<file path="config.mk">
export PLATFORM = sky130hd
export DESIGN_NAME = csl_regs
export DESIGN_NICKNAME = d
export VERILOG_FILES = /design/src/csl_pkg.sv /design/src/csl_regs.sv /design/src/csl_pin_sync.sv /design/src/csl_mode_decode.sv
export SDC_FILE = /design/constraint.sdc
export NUM_CORES = 1
export LEC_CHECK = 0
export BUFFER_PORTS_ARGS = -buffer_cell sky130_fd_sc_hd__buf_2
export CORE_ASPECT_RATIO = 0.8
export CORE_UTILIZATION = 46
export DETAILED_ROUTE_END_ITERATION = 8
export PLACE_DENSITY = 0.83
export SYNTH_ARGS = -nofsm -noshare
export SYNTH_HDL_FRONTEND = slang
export SYNTH_HIERARCHICAL = 1
export SYNTH_SLANG_ARGS = --single-unit
</file>
<file path="constraint.sdc">
create_clock -name clk_sys -period 3.6 [get_ports clk_sys]
set_input_delay 0.72 -clock clk_sys [delete_from_list [all_inputs] [get_ports clk_sys]]
set_output_delay 0.72 -clock clk_sys [all_outputs]
set_load 0.05 [all_outputs]
</file>
<file path="src/csl_pkg.sv">
package csl_pkg;
    // Register offsets on the device register port.
    localparam logic [7:0] GPIO_DATA_OFS  = 8'h1c;
    localparam logic [7:0] ACT_CTRL_OFS   = 8'h21;
    localparam logic [7:0] ACT_RANGE_OFS  = 8'h22;
    localparam logic [7:0] LAT_CTRL_OFS   = 8'h23;
    // Control image layout and reset value.
    localparam int         MODE_LSB       = 12;
    localparam int         PIN_B_LSB      = 10;
    localparam int         PIN_A_LSB      = 8;
    localparam int         CH_OFF_LSB     = 4;
    localparam logic [15:0] CTRL_RESET    = 16'h0700;
    localparam logic [15:0] CTRL_IMPL     = 16'hfff0;
    localparam logic [15:0] RANGE_RESET   = 16'h0000;
    // Range fields: channel 1 sense at 15:14, bus at 7:6, two bits per channel.
    localparam int         SENSE_CH1_LSB  = 14;
    localparam int         BUS_CH1_LSB    = 6;
    localparam logic [1:0] RANGE_UNI      = 2'h0;
    localparam logic [1:0] RANGE_BI_FULL  = 2'h1;
    localparam logic [1:0] RANGE_BI_HALF  = 2'h2;
    localparam logic [1:0] RANGE_RSVD     = 2'h3;
    // Pin function codes.
    localparam logic [1:0] PIN_ALERT      = 2'h0;
    localparam logic [1:0] PIN_GP_IN      = 2'h1;
    localparam logic [1:0] PIN_GP_OUT     = 2'h2;
    localparam logic [1:0] PIN_SLOW       = 2'h3;
    // Sampling mode codes.
    localparam logic [3:0] MODE_ADAPT_LO  = 4'h0;
    localparam logic [3:0] MODE_CONT_LO   = 4'h4;
    localparam logic [3:0] MODE_SINGLE    = 4'h8;
    localparam logic [3:0] MODE_SINGLE8   = 4'h9;
    localparam logic [3:0] MODE_FAST      = 4'ha;
    localparam logic [3:0] MODE_BURST     = 4'hb;
    localparam logic [3:0] MODE_SLEEP     = 4'hf;
    // Rate selects: 1024, 256, 64 and 8 samples per second.
    localparam logic [1:0] RATE_8SPS      = 2'h3;
    // Result validity delay after a snapshot.
    localparam int         CLK_PERIOD_NS  = 100;
    localparam int         VALID_TIME_MS  = 1;
    localparam int         VALID_CYCLES   = (VALID_TIME_MS * 1000000 + CLK_PERIOD_NS - 1)
                                            / CLK_PERIOD_NS;
    typedef enum logic [0:0] {
        ST_IDLE = 1'b0,
        ST_WAIT = 1'b1
    } csl_state_e;
endpackage

</file>
<file path="src/csl_regs.sv">
// Notes on behaviour
// Sense ranges ch2..4 at bits 13:8
// Sense code: unipolar, bipolar full, half, reserved
// Bus ranges ch1..4 at bits 7:0
// Bus code: unipolar, bipolar full, half, reserved
// Latched control shows settings before last snapshot
// Pending writes wait for a snapshot
// Latched control valid 1 ms after snapshot
// Latched control invalid until first snapshot
// Modes 0..3 adaptive at four rates
// Modes 4..7 continuous at four rates
// Modes 8..b single, single8, fast, burst
// Modes c..e reserved, f is sleep
// Exactly one sampling mode at a time
// Pin b selector at bits 11:10
// Pin a selector at bits 9:8
// High slow pin forces eight samples/second
// General purpose pin data in separate register
// Latched: mode 15:12, mask 7:4, low zero
// Mask bit set skips that channel
// Rate change waits for conversion cycle end
// Snapshot latches active before loading pending
// Writes to image registers are ignored
`timescale 1ns/1ps
module csl_regs #(
    parameter int VALID_CYCLES = csl_pkg::VALID_CYCLES
) (
    // Clock and reset.
    input  wire logic        clk_sys,
    input  wire logic        rst,
    // Register port.
    input  wire logic [7:0]  reg_addr,
    input  wire logic        reg_rd,
    input  wire logic        reg_wr,
    input  wire logic [15:0] reg_wdata,
    output logic      [15:0] reg_rdata,
    output logic             reg_ack,
    // Pending settings and snapshot command.
    input  wire logic [15:0] pending_ctrl,
    input  wire logic [15:0] pending_range,
    input  wire logic        snapshot,
    // Conversion engine handshake.
    input  wire logic        cycle_done,
    input  wire logic        alert_a,
    input  wire logic        alert_b,
    // Multipurpose pins.
    input  wire logic        pin_a_i,
    output logic             pin_a_o,
    output logic             pin_a_oe,
    input  wire logic        pin_b_i,
    output logic             pin_b_o,
    output logic             pin_b_oe,
    // Settings in force.
    output logic [15:0]      active_ctrl,
    output logic [15:0]      active_range,
    output logic [15:0]      latched_ctrl,
    output logic             latched_valid,
    output logic [3:0]       channel_enable,
    output logic [1:0]       rate_sel,
    output logic [7:0]       mode_flags,
    output logic [3:0]       sense_bipolar,
    output logic [3:0]       sense_half,
    output logic [3:0]       bus_bipolar,
    output logic [3:0]       bus_half,
    output logic             range_reserved
);
    csl_pkg::csl_state_e state;
    csl_pkg::csl_state_e next_state;
    logic [15:0] staged_ctrl;
    logic [15:0] staged_range;
    logic [13:0] valid_cnt;
    logic        valid_run;
    logic        seen_snap;
    logic [1:0]  gp_out;
    logic [1:0]  pin_lvl;
    logic [1:0]  pin_a_fn;
    logic [1:0]  pin_b_fn;
    logic        slow_req;
    logic        rate_change;
    logic [3:0]  rsv_s;
    logic [3:0]  rsv_b;

    initial
    begin
        // One cycle would let validity rise inside the two-cycle drop window.
        if (VALID_CYCLES < 2 || VALID_CYCLES > 16383)
            $error("VALID_CYCLES must lie between 2 and the 14-bit counter limit.");
    end

    assign pin_b_fn = active_ctrl[csl_pkg::PIN_B_LSB +: 2];
    assign pin_a_fn = active_ctrl[csl_pkg::PIN_A_LSB +: 2];
    // A new mode changes the rate; sleep has no cycle in flight to wait for.
    assign rate_change = (staged_ctrl[csl_pkg::MODE_LSB +: 4]
                          != active_ctrl[csl_pkg::MODE_LSB +: 4])
                      && (active_ctrl[csl_pkg::MODE_LSB +: 4] != csl_pkg::MODE_SLEEP);

    // Load sequencing for the active images.
    always_comb
    begin
        next_state = state;
        case (state)
            csl_pkg::ST_IDLE: if (snapshot) next_state = csl_pkg::ST_WAIT;
            // A new command in the wait restarts it, so its settings are never lost.
            csl_pkg::ST_WAIT:
                if (!snapshot && (!rate_change || cycle_done))
                    next_state = csl_pkg::ST_IDLE;
            default:          next_state = csl_pkg::ST_IDLE;
        endcase
    end

    always_ff @(posedge clk_sys or posedge rst)
    begin
        if (rst)
            state <= csl_pkg::ST_IDLE;
        else
            state <= next_state;
    end

    // Pending settings are captured at the command; they stay out of force till then.
    always_ff @(posedge clk_sys or posedge rst)
    begin
        if (rst)
        begin
            staged_ctrl  <= csl_pkg::CTRL_RESET;
            staged_range <= csl_pkg::RANGE_RESET;
        end
        else if (snapshot)
        begin
            staged_ctrl  <= pending_ctrl & csl_pkg::CTRL_IMPL;
            staged_range <= pending_range;
        end
    end

    // Active images change only on leaving the wait state; writes never reach them.
    always_ff @(posedge clk_sys or posedge rst)
    begin
        if (rst)
        begin
            active_ctrl  <= csl_pkg::CTRL_RESET;
            active_range <= csl_pkg::RANGE_RESET;
        end
        else if (state == csl_pkg::ST_WAIT && !snapshot && (!rate_change || cycle_done))
        begin
            active_ctrl  <= staged_ctrl;
            active_range <= staged_range;
        end
    end

    // The copy takes the old active image, so it matches the results just frozen.
    always_ff @(posedge clk_sys or posedge rst)
    begin
        if (rst)
            latched_ctrl <= csl_pkg::CTRL_RESET & csl_pkg::CTRL_IMPL;
        else if (snapshot)
            latched_ctrl <= active_ctrl & csl_pkg::CTRL_IMPL;
    end

    // Validity timer; a fresh snapshot restarts the wait for new results.
    always_ff @(posedge clk_sys or posedge rst)
    begin
        if (rst)
        begin
            valid_cnt     <= '0;
            valid_run     <= 1'b0;
            latched_valid <= 1'b0;
            seen_snap     <= 1'b0;
        end
        else if (snapshot)
        begin
            valid_cnt     <= '0;
            valid_run     <= 1'b1;
            latched_valid <= 1'b0;
            seen_snap     <= 1'b1;
        end
        else if (valid_run)
        begin
            if (valid_cnt == 14'(VALID_CYCLES - 1))
            begin
                valid_run     <= 1'b0;
                latched_valid <= 1'b1;
            end
            else
                valid_cnt <= valid_cnt + 14'h1;
        end
    end

    // General purpose output data; input mode bits read the pin instead.
    always_ff @(posedge clk_sys or posedge rst)
    begin
        if (rst)
            gp_out <= 2'h0;
        else if (reg_wr && reg_addr == csl_pkg::GPIO_DATA_OFS)
            gp_out <= reg_wdata[1:0];
    end

    csl_pin_sync #(.W(2)) u_sync (
        .clk_sys   (clk_sys),
        .rst       (rst),
        .pin_raw   ({pin_b_i, pin_a_i}),
        .pin_level (pin_lvl)
    );

    assign slow_req = (pin_a_fn == csl_pkg::PIN_SLOW && pin_lvl[0])
                   || (pin_b_fn == csl_pkg::PIN_SLOW && pin_lvl[1]);

    // Pin drivers: open-drain alert low when asserted, push data in output mode.
    always_comb
    begin
        pin_a_o  = (pin_a_fn == csl_pkg::PIN_GP_OUT) ? gp_out[0] : 1'b0;
        pin_a_oe = (pin_a_fn == csl_pkg::PIN_GP_OUT)
                || (pin_a_fn == csl_pkg::PIN_ALERT && alert_a);
        pin_b_o  = (pin_b_fn == csl_pkg::PIN_GP_OUT) ? gp_out[1] : 1'b0;
        pin_b_oe = (pin_b_fn == csl_pkg::PIN_GP_OUT)
                || (pin_b_fn == csl_pkg::PIN_ALERT && alert_b);
    end

    csl_mode_decode u_mode (
        .clk_sys       (clk_sys),
        .rst           (rst),
        .mode          (active_ctrl[csl_pkg::MODE_LSB +: 4]),
        .slow_req      (slow_req),
        .md_adaptive   (mode_flags[0]),
        .md_continuous (mode_flags[1]),
        .md_single     (mode_flags[2]),
        .md_single8    (mode_flags[3]),
        .md_fast       (mode_flags[4]),
        .md_burst      (mode_flags[5]),
        .md_sleep      (mode_flags[6]),
        .md_reserved   (mode_flags[7]),
        .rate_sel      (rate_sel)
    );

    // Per channel range decode; channel 1 sits in the top pair of each byte.
    for (genvar i = 0; i < 4; i++)
    begin : g_ch
        localparam int SL = csl_pkg::SENSE_CH1_LSB - 2 * i;
        localparam int BL = csl_pkg::BUS_CH1_LSB - 2 * i;
        assign sense_bipolar[i] = active_range[SL +: 2] == csl_pkg::RANGE_BI_FULL
                               || active_range[SL +: 2] == csl_pkg::RANGE_BI_HALF;
        assign sense_half[i]    = active_range[SL +: 2] == csl_pkg::RANGE_BI_HALF;
        assign rsv_s[i]         = active_range[SL +: 2] == csl_pkg::RANGE_RSVD;
        assign bus_bipolar[i]   = active_range[BL +: 2] == csl_pkg::RANGE_BI_FULL
                               || active_range[BL +: 2] == csl_pkg::RANGE_BI_HALF;
        assign bus_half[i]      = active_range[BL +: 2] == csl_pkg::RANGE_BI_HALF;
        assign rsv_b[i]         = active_range[BL +: 2] == csl_pkg::RANGE_RSVD;
        // Mask bit 7 is channel 1, bit 4 channel 4.
        assign channel_enable[i] = !active_ctrl[csl_pkg::CH_OFF_LSB + 3 - i];
    end
    assign range_reserved = |{rsv_s, rsv_b};

    // Register reads answer one cycle later; unmapped offsets read zero.
    always_ff @(posedge clk_sys or posedge rst)
    begin
        if (rst)
        begin
            reg_rdata <= 16'h0000;
            reg_ack   <= 1'b0;
        end
        else
        begin
            reg_ack <= reg_rd || reg_wr;
            if (reg_rd)
            begin
                case (reg_addr)
                    csl_pkg::ACT_CTRL_OFS:  reg_rdata <= active_ctrl;
                    csl_pkg::ACT_RANGE_OFS: reg_rdata <= active_range;
                    csl_pkg::LAT_CTRL_OFS:  reg_rdata <= latched_ctrl;
                    csl_pkg::GPIO_DATA_OFS: reg_rdata <= {14'h0000,
                        pin_b_fn == csl_pkg::PIN_GP_IN ? pin_lvl[1] : gp_out[1],
                        pin_a_fn == csl_pkg::PIN_GP_IN ? pin_lvl[0] : gp_out[0]};
                    default:                reg_rdata <= 16'h0000;
                endcase
            end
        end
    end
endmodule

</file>
<file path="src/csl_pin_sync.sv">
`timescale 1ns/1ps
module csl_pin_sync #(
    parameter int W = 2
) (
    // Clock and reset.
    input  wire logic         clk_sys,
    input  wire logic         rst,
    // Raw pins and filtered levels.
    input  wire logic [W-1:0] pin_raw,
    output logic      [W-1:0] pin_level
);
    logic [W-1:0] s1;
    logic [W-1:0] s2;
    logic [W-1:0] s3;

    initial
    begin
        if (W < 1) $error("csl_pin_sync needs at least one pin.");
    end

    // Three stages; a level is accepted only once stages two and three agree.
    always_ff @(posedge clk_sys or posedge rst)
    begin
        if (rst)
        begin
            s1 <= '0;
            s2 <= '0;
            s3 <= '0;
        end
        else
        begin
            s1 <= pin_raw;
            s2 <= s1;
            s3 <= s2;
        end
    end

    // Per pin filter, so that a glitch on one pin never holds the others.
    for (genvar i = 0; i < W; i++)
    begin : g_flt
        always_ff @(posedge clk_sys or posedge rst)
        begin
            if (rst)
                pin_level[i] <= 1'b0;
            else if (s2[i] == s3[i])
                pin_level[i] <= s3[i];
        end
    end
endmodule

</file>
<file path="src/csl_mode_decode.sv">
`timescale 1ns/1ps
module csl_mode_decode (
    // Clock and reset, used by the checks only.
    input  wire logic       clk_sys,
    input  wire logic       rst,
    // Active mode and slow request.
    input  wire logic [3:0] mode,
    input  wire logic       slow_req,
    // Decoded mode, exactly one flag high.
    output logic            md_adaptive,
    output logic            md_continuous,
    output logic            md_single,
    output logic            md_single8,
    output logic            md_fast,
    output logic            md_burst,
    output logic            md_sleep,
    output logic            md_reserved,
    // Effective rate select.
    output logic [1:0]      rate_sel
);
    // Mode field decode; the top two bits pick the family.
    always_comb
    begin
        md_adaptive   = (mode[3:2] == csl_pkg::MODE_ADAPT_LO[3:2]);
        md_continuous = (mode[3:2] == csl_pkg::MODE_CONT_LO[3:2]);
        md_single     = (mode == csl_pkg::MODE_SINGLE);
        md_single8    = (mode == csl_pkg::MODE_SINGLE8);
        md_fast       = (mode == csl_pkg::MODE_FAST);
        md_burst      = (mode == csl_pkg::MODE_BURST);
        md_sleep      = (mode == csl_pkg::MODE_SLEEP);
        md_reserved   = (mode[3:2] == csl_pkg::MODE_SLEEP[3:2]) && !md_sleep;
    end

    // The slow pin wins over the programmed rate of the periodic modes.
    assign rate_sel = slow_req ? csl_pkg::RATE_8SPS : mode[1:0];
endmodule

</file>
==> run metrics, run 1 <==
Final Setup Violations=0; Crit path required time=2.88 ns; Placer Congestion=0.8151; area leader, netlist=dfrtp_1; Storage cell area=2814 um2; Slowest-stage cell, CP=dfrtp_1; Synth Flop Type=dfrtp_1; H-Tree Depth=3; slew of the pin with the lowest slew margin=1.104 ns; Final Util=0.5758; share of the yosys chip area belonging to registers=0.5389; Cell Rows=34; cts hold-fix bufs=0; Yosys cell types=48; Multi-input gate area=2163 um2; Power Internal=0.002613 W; minimum clock period=2.437 ns; GRT Resource Usage Total=0.2181; critical path's largest stage delay=0.44 ns; detailed-route vias per instance=5.321; die width=121.1 um; Fin Setup TNS=0 ns; largest net degree at the start of global routing=92; grt total ovfl=0; ratio of cells with drive above 1 in the final layout=0.4196; WL per Instance=17.17 um; CTS root buf=clkbuf_16; Final Cycle Share=0.6771; worst path cell trace=ha_1, nor4_1, nand2_1, buf_2; number of fill cells in the layout=899; Max-Cap Viols=0; IR drop worst, VDD=0.6692 mV; Switching Share=0.5014; DRC Markers=0; Post-synth EDFFs=0; vias in the first global route=3773; Warnings, synthesis=6; Synth async-reset ratio=1.000; Comb power frac=0.467; CTS tree=done; DP Wirelength=8758 um; Clk pwr share=0.181; Seq cells post-synth=112; CP Launch Type=flip-flop; initial antenna violation count=1; Max Slew Vio Count=0; PortBufs=140; Pwr Density=829.3 nW/um2; first-pass GRT wire length=19530 um; relative slew slack=0.2639; core outline area=10980 um2; status=completed; top cell type's share of synthesized area=0.4936; die area=11780 um2; critical path type=flip-flop to output port; initial core utilization=0.4757; Worst path top cell family by delay=simple AND/OR/NAND/NOR gates; PostCTS Resize Cnt=0; Final Hold Vio Count=0; chip height=97.29 um; critical path arrival=1.72 ns; Mean Syn Cell Area=12.20 um2; Worst setup EP type=output port; Max Root-Sink Buffers=2; Num CTS Buffers=9; clk sinks=112; Cell Area, Synth=5221 um2; crit path max fanout=5; DRT Pass-1 Iters=4; NetSw=0.002628 W; commonest cells after routing, fill and taps aside=buf_2 (140), dfrtp_1 (103), mux2_2 (54); post-route ant nets=0; # Post-CTS Setup Buffers=0; Final #Nets=650; critical path depth=4; synthesis-to-finish area growth=21.04%; DR iter-0 viols=171; Seq pwr share=0.352; HP Class=input port to async pin; Worst Path Buf+Inv=1; RSZ-0062 raised after global routing=false; fmax=0.4103 GHz; synth top area cells=dfrtp_1 (49%), mux2_2 (12%), mux2_1 (5.2%); commonest non-fill, non-tap cell in the layout=buf_2; Skew-Pair Late Insertion Delay=0.35 ns; Reg2Reg Depth=5; via count=3815; Final Skew=0.01225 ns; Post-Route WL=12310 um; I/O pin total=167; Pleak=3.074 nW; Reg clk slew, reported paths=0.07 ns; Gate Count Post-Synth=428
## stage by stage
| stage | instance area (um2) | worst slack, ns | instances | total power (W) | hold slack [ns] |
|---|---|---|---|---|---|
| 4_1_cts | 6317 | 1.122 | 716 | 0.005286 | 0.3328 |
| 2_1_floorplan | 5248 | 0.1627 | 435 | 0.003710 | 0.3312 |
| 5_1_grt | 6317 | 1.035 | 716 | 0.005470 | 0.3535 |
| 3_3_place_gp | 6037 | 1.341 | 700 | 0.004275 | 0.3355 |
| 6_report | 6320 | 1.163 | 717 | 0.005241 | 0.3307 |
| 3_5_place_dp | 6037 | 1.217 | 700 | 0.004330 | 0.3356 |
## cell type report
cell class	count	share of cell area
Sequential cell	112	0.4453
Multi-Input combinational cell	261	0.3423
Timing Repair Buffer	144	0.1156
Clock buffer	10	0.03623
Tap cell	144	0.02851
Inverter	39	0.02356
Clock inverter	6	0.008117
Antenna cell	1	0.0003960
## flip-flops by register name, indices dropped and copies added, names as in the netlist, 2 cells and up
register / cells
u_sync/s3: 2
active_range: 16
u_sync/pin_level: 2
staged_range: 16
valid_cnt: 14
u_sync/s2: 2
reg_rdata: 16
latched_ctrl: 12
staged_ctrl: 12
u_sync/s1: 2
active_ctrl: 12
gp_out: 2
## worst register-to-register path: cells and delay by family (launching register included)
family                 cells  cell delay (ns)
XOR/XNOR                   1             0.29
multiplexers               1             0.39
AO/OA/AOI/OAI              1             0.20
AND/OR/NAND/NOR            1             0.13
flip-flops                 1             0.54
buffers and inverters      1             0.36
## final timing paths
kind / from / to / slack (ns)
min in group clk_sys: u_sync/s1[1] / u_sync/s2[1] / 0.35
worst max-delay path: active_range[13] / range_reserved / 1.16
max in group asynchronous: rst / reg_rdata[4] / 2.18
worst min register to register: u_sync/s1[1] / u_sync/s2[1] / 0.35
worst max register to register: active_ctrl[12] / active_range[10] / 1.58
worst min-delay path: rst / u_sync/s2[0] / 0.33
## kinds of logic after synthesis
group | synth area share
DFF | 0.5389
and+or+nand+nor | 0.1047
muxes | 0.1701
AOI/OAI and AO/OA | 0.07021
adders and majority gates | 0.04505
other | 0.0007182
xor gates and xnor gates | 0.01845
buffers and inverters | 0.05176
## synth_stat cells (all sizes together) (6+ instances only)
cell and n:
clkbuf 7, dfrtp 103, xnor2 7, o21ai 16
dfstp 9, mux2 78, a21oi 8, ha 17
nor2 19, a22oi 14, nand2 14, nand4 6
buf 16, nand3 9, o22ai 14, inv 39
## routing by layer
layer  vias up  GRT usage  wire length [um]
met5         -          0                 0
met4         0    0.06553               188
met1      1890     0.2720              5279
met3        14    0.06866               905
li1       1757          -                 -
met2       154     0.3613              5934
## power groups by stage
stage / combinational, W / clock [W] / sequential (W)
3_5_place_dp: 0.00246 / 0 / 0.00187
5_1_grt: 0.00256 / 0.00102 / 0.00189
3_3_place_gp: 0.00243 / 0 / 0.00185
6_report: 0.00244 / 0.000949 / 0.00185
4_1_cts: 0.00246 / 0.000972 / 0.00185
2_1_floorplan: 0.00127 / 0 / 0.00244
No activity file was read; power rests on OpenSTA's default activity.
==> inputs of run 2 (changes only) <==
--- a/config.mk
+++ b/config.mk
@@ -7,9 +7,9 @@
 export LEC_CHECK = 0
 export BUFFER_PORTS_ARGS = -buffer_cell sky130_fd_sc_hd__buf_2
 export CORE_ASPECT_RATIO = 0.8
-export CORE_UTILIZATION = 46
+export CORE_UTILIZATION = 50
 export DETAILED_ROUTE_END_ITERATION = 8
-export PLACE_DENSITY = 0.83
+export PLACE_DENSITY = 0.86
 export SYNTH_ARGS = -nofsm -noshare
 export SYNTH_HDL_FRONTEND = slang
 export SYNTH_HIERARCHICAL = 1
==> constraint.sdc (replaced) <==
create_clock -name clk_sys -period 2.4 [get_ports clk_sys]
set_input_delay 0.48 -clock clk_sys [delete_from_list [all_inputs] [get_ports clk_sys]]
set_output_delay 0.48 -clock clk_sys [all_outputs]
set_load 0.05 [all_outputs]
==> run metrics, run 2 (synthesis results as in run 1) <==
Top Registers=active_range: 16 flops, reg_rdata: 16 flops, staged_range: 16 flops; Clk pwr share=0.186 (+0.005); Max Slew Vio Count=0 (unchanged); Seq pwr share=0.348 (-0.004); chip height=93.40 um (-4.0%); Fin Setup TNS=0 ns (unchanged); Max-Cap Viols=0 (unchanged); Power Internal=0.004007 W (+53%); # diodes=0 (-1); Final #Nets=652 (+0.31%); WL per Instance=17.55 um (+2.2%); synthesis-to-finish area growth=21.97%; pre-CTS setup slack=0.3277 ns (-0.8892 ns); H-Tree Depth=3 (unchanged); relative slew slack=0.6160 (+0.3521); core outline area=9889 um2 (-9.9%); clk sinks=112 (unchanged); HP Class=input port to async pin; critical path arrival=1.82 ns (+0.10 ns); initial core utilization=0.5280 (+0.05224); GR Util met1=0.3078 (+0.03574); crit path max fanout=5 (unchanged); Pleak=3.104 nW (+0.95%); Crit path required time=1.92 ns (-0.96 ns); I/O pin total=167 (unchanged); Placer Congestion=0.8155 (about the same); Final Cycle Share=0.9584; DP Wirelength=8887 um (+1.5%); Post-Layout Inst Area=6369 um2 (+0.77%); Post-Route WL=12460 um (+1.2%); NetSw=0.003935 W (+50%); CP Launch Type=flip-flop; DRT Pass-1 Iters=4 (unchanged); fmax=0.4348 GHz; critical path type=flip-flop to output port; Num CTS Buffers=9 (unchanged); Final Skew=0.008010 ns (-0.004243 ns); via count=3827 (+0.31%); slew of the pin with the lowest slew margin=0.5748 ns (-0.5294 ns); Final Setup Violations=0 (unchanged); met2 usage=0.3984 (+0.03710); GRT Resource Usage Total=0.2449 (+0.02684); CTS root buf=clkbuf_16; # Post-CTS Setup Buffers=0 (unchanged); status=completed; met3 usage=0.08296 (+0.01429); most used routing layer=met2; DRC Markers=0 (unchanged); RSZ-0062 raised after global routing=false; final worst slack=0.09992 ns (-1.063 ns); Skew-Pair Late Insertion Delay=0.35 ns (about the same); Comb power frac=0.466 (about the same); WHS=0.09092 ns (-0.2397 ns); placed insts=694 (-0.86%); Cell Rows=32 (-5.9%); IR drop worst, VDD=1.290 mV (+93%); critical path's largest stage delay=0.46 ns (+0.02 ns); ratio of cells with drive above 1 in the final layout=0.4233 (+0.003765); worst path cell trace=ha_1, nor4_1, nand2_1, buf_2; detailed-route vias per instance=5.390 (+1.3%); vias in the first global route=3874 (+2.7%); Slowest-stage cell, CP=nor4_1; Final Hold Vio Count=0 (unchanged); non-filler cells, final=710 (-0.98%); PortBufs=140 (unchanged); Switching Share=0.4955 (-0.005958); minimum clock period=2.300 ns; DR iter-0 viols=177 (+3.5%); post-route ant nets=0 (unchanged); cts hold-fix bufs=0 (unchanged); first-pass GRT wire length=19780 um (+1.3%); largest net degree at the start of global routing=58 (-37%); die area=10860 um2 (-7.9%); Placed Area=6073 um2 (+0.60%); commonest cells after routing, fill and taps aside=buf_2 (140), dfrtp_1 (103), mux2_2 (54); commonest non-fill, non-tap cell in the layout=buf_2; Worst setup EP type=output port; die width=116.3 um (-4.0%); initial antenna violation count=0 (-1); Max Root-Sink Buffers=2 (unchanged); Reg clk slew, reported paths=0.07 ns (about the same); Pwr Density=1247 nW/um2 (+50%); CTS tree=done; grt total ovfl=0 (unchanged); PostCTS Resize Cnt=0 (unchanged)
run 2: changes by cell type in the layout (fill, tap and decap cells not counted), moves of 2 or more:
cell,previous run,this run
buf_12,0,2
clkbuf_8,0,3
clkinv_4,0,2
inv_6,2,0
run 2: worst max-delay path: cells and delay by family (launching register included):
kind                     cells  cell delay, ns
flip-flops                   1            0.45
AND/OR/NAND/NOR              2            0.58
adder cells (fa/ha/maj)      1            0.22
buffers and inverters        1            0.23
run 2: power groups by stage:
| stage | Sequential (W) | Combinational (W) | Clock [W] |
|---|---|---|---|
| final | 0.00276 | 0.00370 | 0.00148 |
| after global routing | 0.00282 | 0.00391 | 0.00158 |
| after CTS | 0.00276 | 0.00372 | 0.00151 |
| after detailed placement | 0.00279 | 0.00371 | 0 |
| after global placement | 0.00276 | 0.00366 | 0 |
| after floorplan | 0.00367 | 0.00190 | 0 |
run 2: final cells by class:
cell class                 count  area [um2]
clock buffer                  13       270.3
clock inverter                 3       25.02
fill                         774        3521
inverter                      39       150.1
multi-input combinational    261        2168
sequential                   112        2814
tap                          136       170.2
timing repair buffer         146       770.7
run 2: metal layers:
metal	up-vias	wire length [um]	share of wire
met5	-	0	0
li1	1771	-	-
met1	1903	5446	0.44
met4	0	205	0.016
met2	133	5934	0.48
met3	20	874	0.070
run 2: worst paths after layout:
| check | from | cells past startpoint | slack [ns] | endpoint |
|---|---|---|---|---|
| max | active_range[15] | 4 | 0.1 | range_reserved |
| max reg2reg | active_ctrl[12] | 5 | 0.50 | active_range[9] |
| min reg2reg | u_sync/s1[1] | 0 | 0.36 | u_sync/s2[1] |
| min | rst | 2 | 0.09 | u_sync/s2[0] |
| max in group asynchronous | rst | 3 | 1.49 | latched_ctrl[8] |
| min in group clk_sys | pin_a_i | 1 | 0.24 | u_sync/s1[0] |
run 2: through the flow:
| step | total power (W) | util |
|---|---|---|
| 6_report | 0.007941 | 0.6440 |
| 5_1_grt | 0.008303 | 0.6440 |
| 3_3_place_gp | 0.006413 | 0.6141 |
| 4_1_cts | 0.007988 | 0.6440 |
| 2_1_floorplan | 0.005570 | - |
| 3_5_place_dp | 0.006498 | 0.6141 |
==> inputs of run 3 (changes only) <==
--- a/config.mk
+++ b/config.mk
@@ -7,9 +7,9 @@
 export LEC_CHECK = 0
 export BUFFER_PORTS_ARGS = -buffer_cell sky130_fd_sc_hd__buf_2
 export CORE_ASPECT_RATIO = 0.8
-export CORE_UTILIZATION = 50
+export CORE_UTILIZATION = 46
 export DETAILED_ROUTE_END_ITERATION = 8
-export PLACE_DENSITY = 0.86
+export PLACE_DENSITY = 0.83
 export SYNTH_ARGS = -nofsm -noshare
 export SYNTH_HDL_FRONTEND = slang
 export SYNTH_HIERARCHICAL = 1
==> constraint.sdc (replaced) <==
create_clock -name clk_sys -period 2.1 [get_ports clk_sys]
set_input_delay 0.42 -clock clk_sys [delete_from_list [all_inputs] [get_ports clk_sys]]
set_output_delay 0.42 -clock clk_sys [all_outputs]
set_load 0.05 [all_outputs]
==> run metrics, run 3 (synthesis results as in run 1) <==
Pleak=3.156 nW (+1.7%); post-route ant nets=0 (unchanged); WL per Instance=17.41 um (-0.77%); Comb power frac=0.481 (+0.015); HP Class=input port to async pin; clk sinks=112 (unchanged); Critical R2R Capture=active_range[9]; ratio of cells with drive above 1 in the final layout=0.4340 (+0.01062); Top Registers=active_range: 16 flops, reg_rdata: 16 flops, staged_range: 16 flops; Num CTS Buffers=9 (unchanged); CP Launch Type=flip-flop; first-pass GRT wire length=20110 um (+1.7%); Final Cycle Share=0.9746; detailed-route vias per instance=5.334 (-1.0%); Reg clk slew, reported paths=0.07 ns (about the same); IR drop worst, VDD=1.438 mV (+11%); # diodes=0 (unchanged); Post-Route WL=12660 um (+1.6%); commonest cells after routing, fill and taps aside=buf_2 (139), dfrtp_1 (103), mux2_2 (54); commonest non-fill, non-tap cell in the layout=buf_2; vias in the first global route=3989 (+3.0%); worst path cell trace=ha_1, nor4_4, nand2_1, buf_4; reg2reg start=active_ctrl[14]; crit path max fanout=5 (unchanged); Fin Setup TNS=0 ns (unchanged); I/O pin total=167 (unchanged); Worst Setup SP=active_range[15]; fmax=0.4886 GHz; reg2reg setup slack=0.31 ns (-0.19 ns); Seq pwr share=0.333 (-0.015); Final Hold Vio Count=0 (unchanged); Final Setup Violations=0 (unchanged); largest net degree at the start of global routing=62 (+6.9%); Max Slew Vio Count=0 (unchanged); initial core utilization=0.4757 (-0.05224); Worst setup EP type=output port; Cell Rows=34 (+6.3%); Final #Nets=661 (+1.4%); Post-Layout Inst Area=6471 um2 (+1.6%); Max-Cap Viols=0 (unchanged); Placed Area=6155 um2 (+1.3%); chip height=97.29 um (+4.2%); Switching Share=0.4884 (-0.007029); DP Wirelength=9020 um (+1.5%); H-Tree Depth=3 (unchanged); Power Internal=0.004738 W (+18%); Tot Pwr=0.009261 W (+17%); Clk pwr share=0.187 (about the same); core outline area=10980 um2 (+11%); initial antenna violation count=0 (unchanged); GRT Resource Usage Total=0.2247 (-0.02027); status=completed; critical path arrival=1.63 ns (-0.19 ns); synthesis-to-finish area growth=23.94%; Crit path required time=1.68 ns (-0.24 ns); PortBufs=140 (unchanged); critical path's largest stage delay=0.43 ns (-0.03 ns); DRT Pass-1 Iters=4 (unchanged); die area=11780 um2 (+8.5%); Reg2Reg Depth=5 (unchanged); cts hold-fix bufs=0 (unchanged); DRC Markers=0 (unchanged); minimum clock period=2.047 ns; Placer Congestion=0.8300 (+1.8%); relative slew slack=0.5954 (-0.02065); die width=121.1 um (+4.2%); CTS tree=done; CP endpoint=range_reserved; grt total ovfl=0 (unchanged); Slowest-stage cell, CP=dfrtp_1; via count=3878 (+1.3%); WHS=0.03090 ns (-0.06001 ns); slew of the pin with the lowest slew margin=0.6070 ns (+0.03219 ns); Pwr Density=1431 nW/um2 (+15%); Skew-Pair Late Insertion Delay=0.35 ns (about the same); critical path type=flip-flop to output port; DR iter-0 viols=160 (-9.6%); number of fill cells in the layout=900 (+16%); NetSw=0.004523 W (+15%); Final Util=0.5896 (-0.05438); Final Skew=0.006363 ns (-0.001647 ns); Max Root-Sink Buffers=2 (unchanged); CTS root buf=clkbuf_16
## run 3: critical path: cells and delay by family, from the launching register on
| kind | cells | cell delay [ns] |
|---|---|---|
| buffers and inverters | 1 | 0.20 |
| DFF | 1 | 0.43 |
| and+or+nand+nor | 2 | 0.40 |
| adders and majority gates | 1 | 0.25 |
## run 3: repair_timing
| item | in CTS | in global routing |
|---|---|---|
| buffers inserted | 0 | 0 |
| endpoints found under the setup margin | 1 | 1 |
| resized for setup | 1 | 3 |
## run 3: worst min path at each step
| stage | depth (start not counted) | slack [ns] | to | from |
|---|---|---|---|---|
| 2_1_floorplan | 1 | 0.24 | u_sync/pin_level[0] | rst |
| 3_3_place_gp | 0 | 0.34 | u_sync/s2[1] | u_sync/s1[1] |
| 3_5_place_dp | 0 | 0.34 | u_sync/s2[0] | u_sync/s1[0] |
| 4_1_cts | 2 | 0.03 | u_sync/s3[1] | rst |
| 5_1_grt | 2 | 0.05 | u_sync/s1[0] | rst |
| 6_report | 2 | 0.03 | u_sync/pin_level[0] | rst |
## run 3: layout make-up
cell class | count | area [um2] | area share
Clock inverter | 4 | 52.55 | 0.008121
Clock buffer | 12 | 246.5 | 0.03809
Inverter | 39 | 150.1 | 0.02320
Multi-Input combinational cell | 261 | 2187 | 0.3380
Tap cell | 144 | 180.2 | 0.02784
Sequential cell | 112 | 2814 | 0.4348
Timing Repair Buffer | 155 | 840.8 | 0.1299
## run 3: metrics by stage
stage	setup slack [ns]	std cells
after floorplan	0.02577	435
after global placement	0.2855	711
after detailed placement	0.2593	711
after CTS	0.01050	727
after global routing	-0.0002296	727
final	0.05330	727
## run 3: layer usage
layer / global-route usage / share of wire / vias to the layer above
li1: - / - / 1776
met1: 0.2759 / 0.42 / 1910
met2: 0.3727 / 0.48 / 164
met3: 0.06749 / 0.070 / 28
met4: 0.08167 / 0.025 / 0
met5: 0 / 0 / -
## run 3: power by group through the flow
stage | Combinational [W] | Clock, W | Sequential [W]
global placement | 0.00434 | 0 | 0.00308
CTS | 0.00445 | 0.00176 | 0.00308
finish | 0.00445 | 0.00173 | 0.00308
detailed placement | 0.00442 | 0 | 0.00312
floorplan | 0.00218 | 0 | 0.00419
global route | 0.00466 | 0.00184 | 0.00315
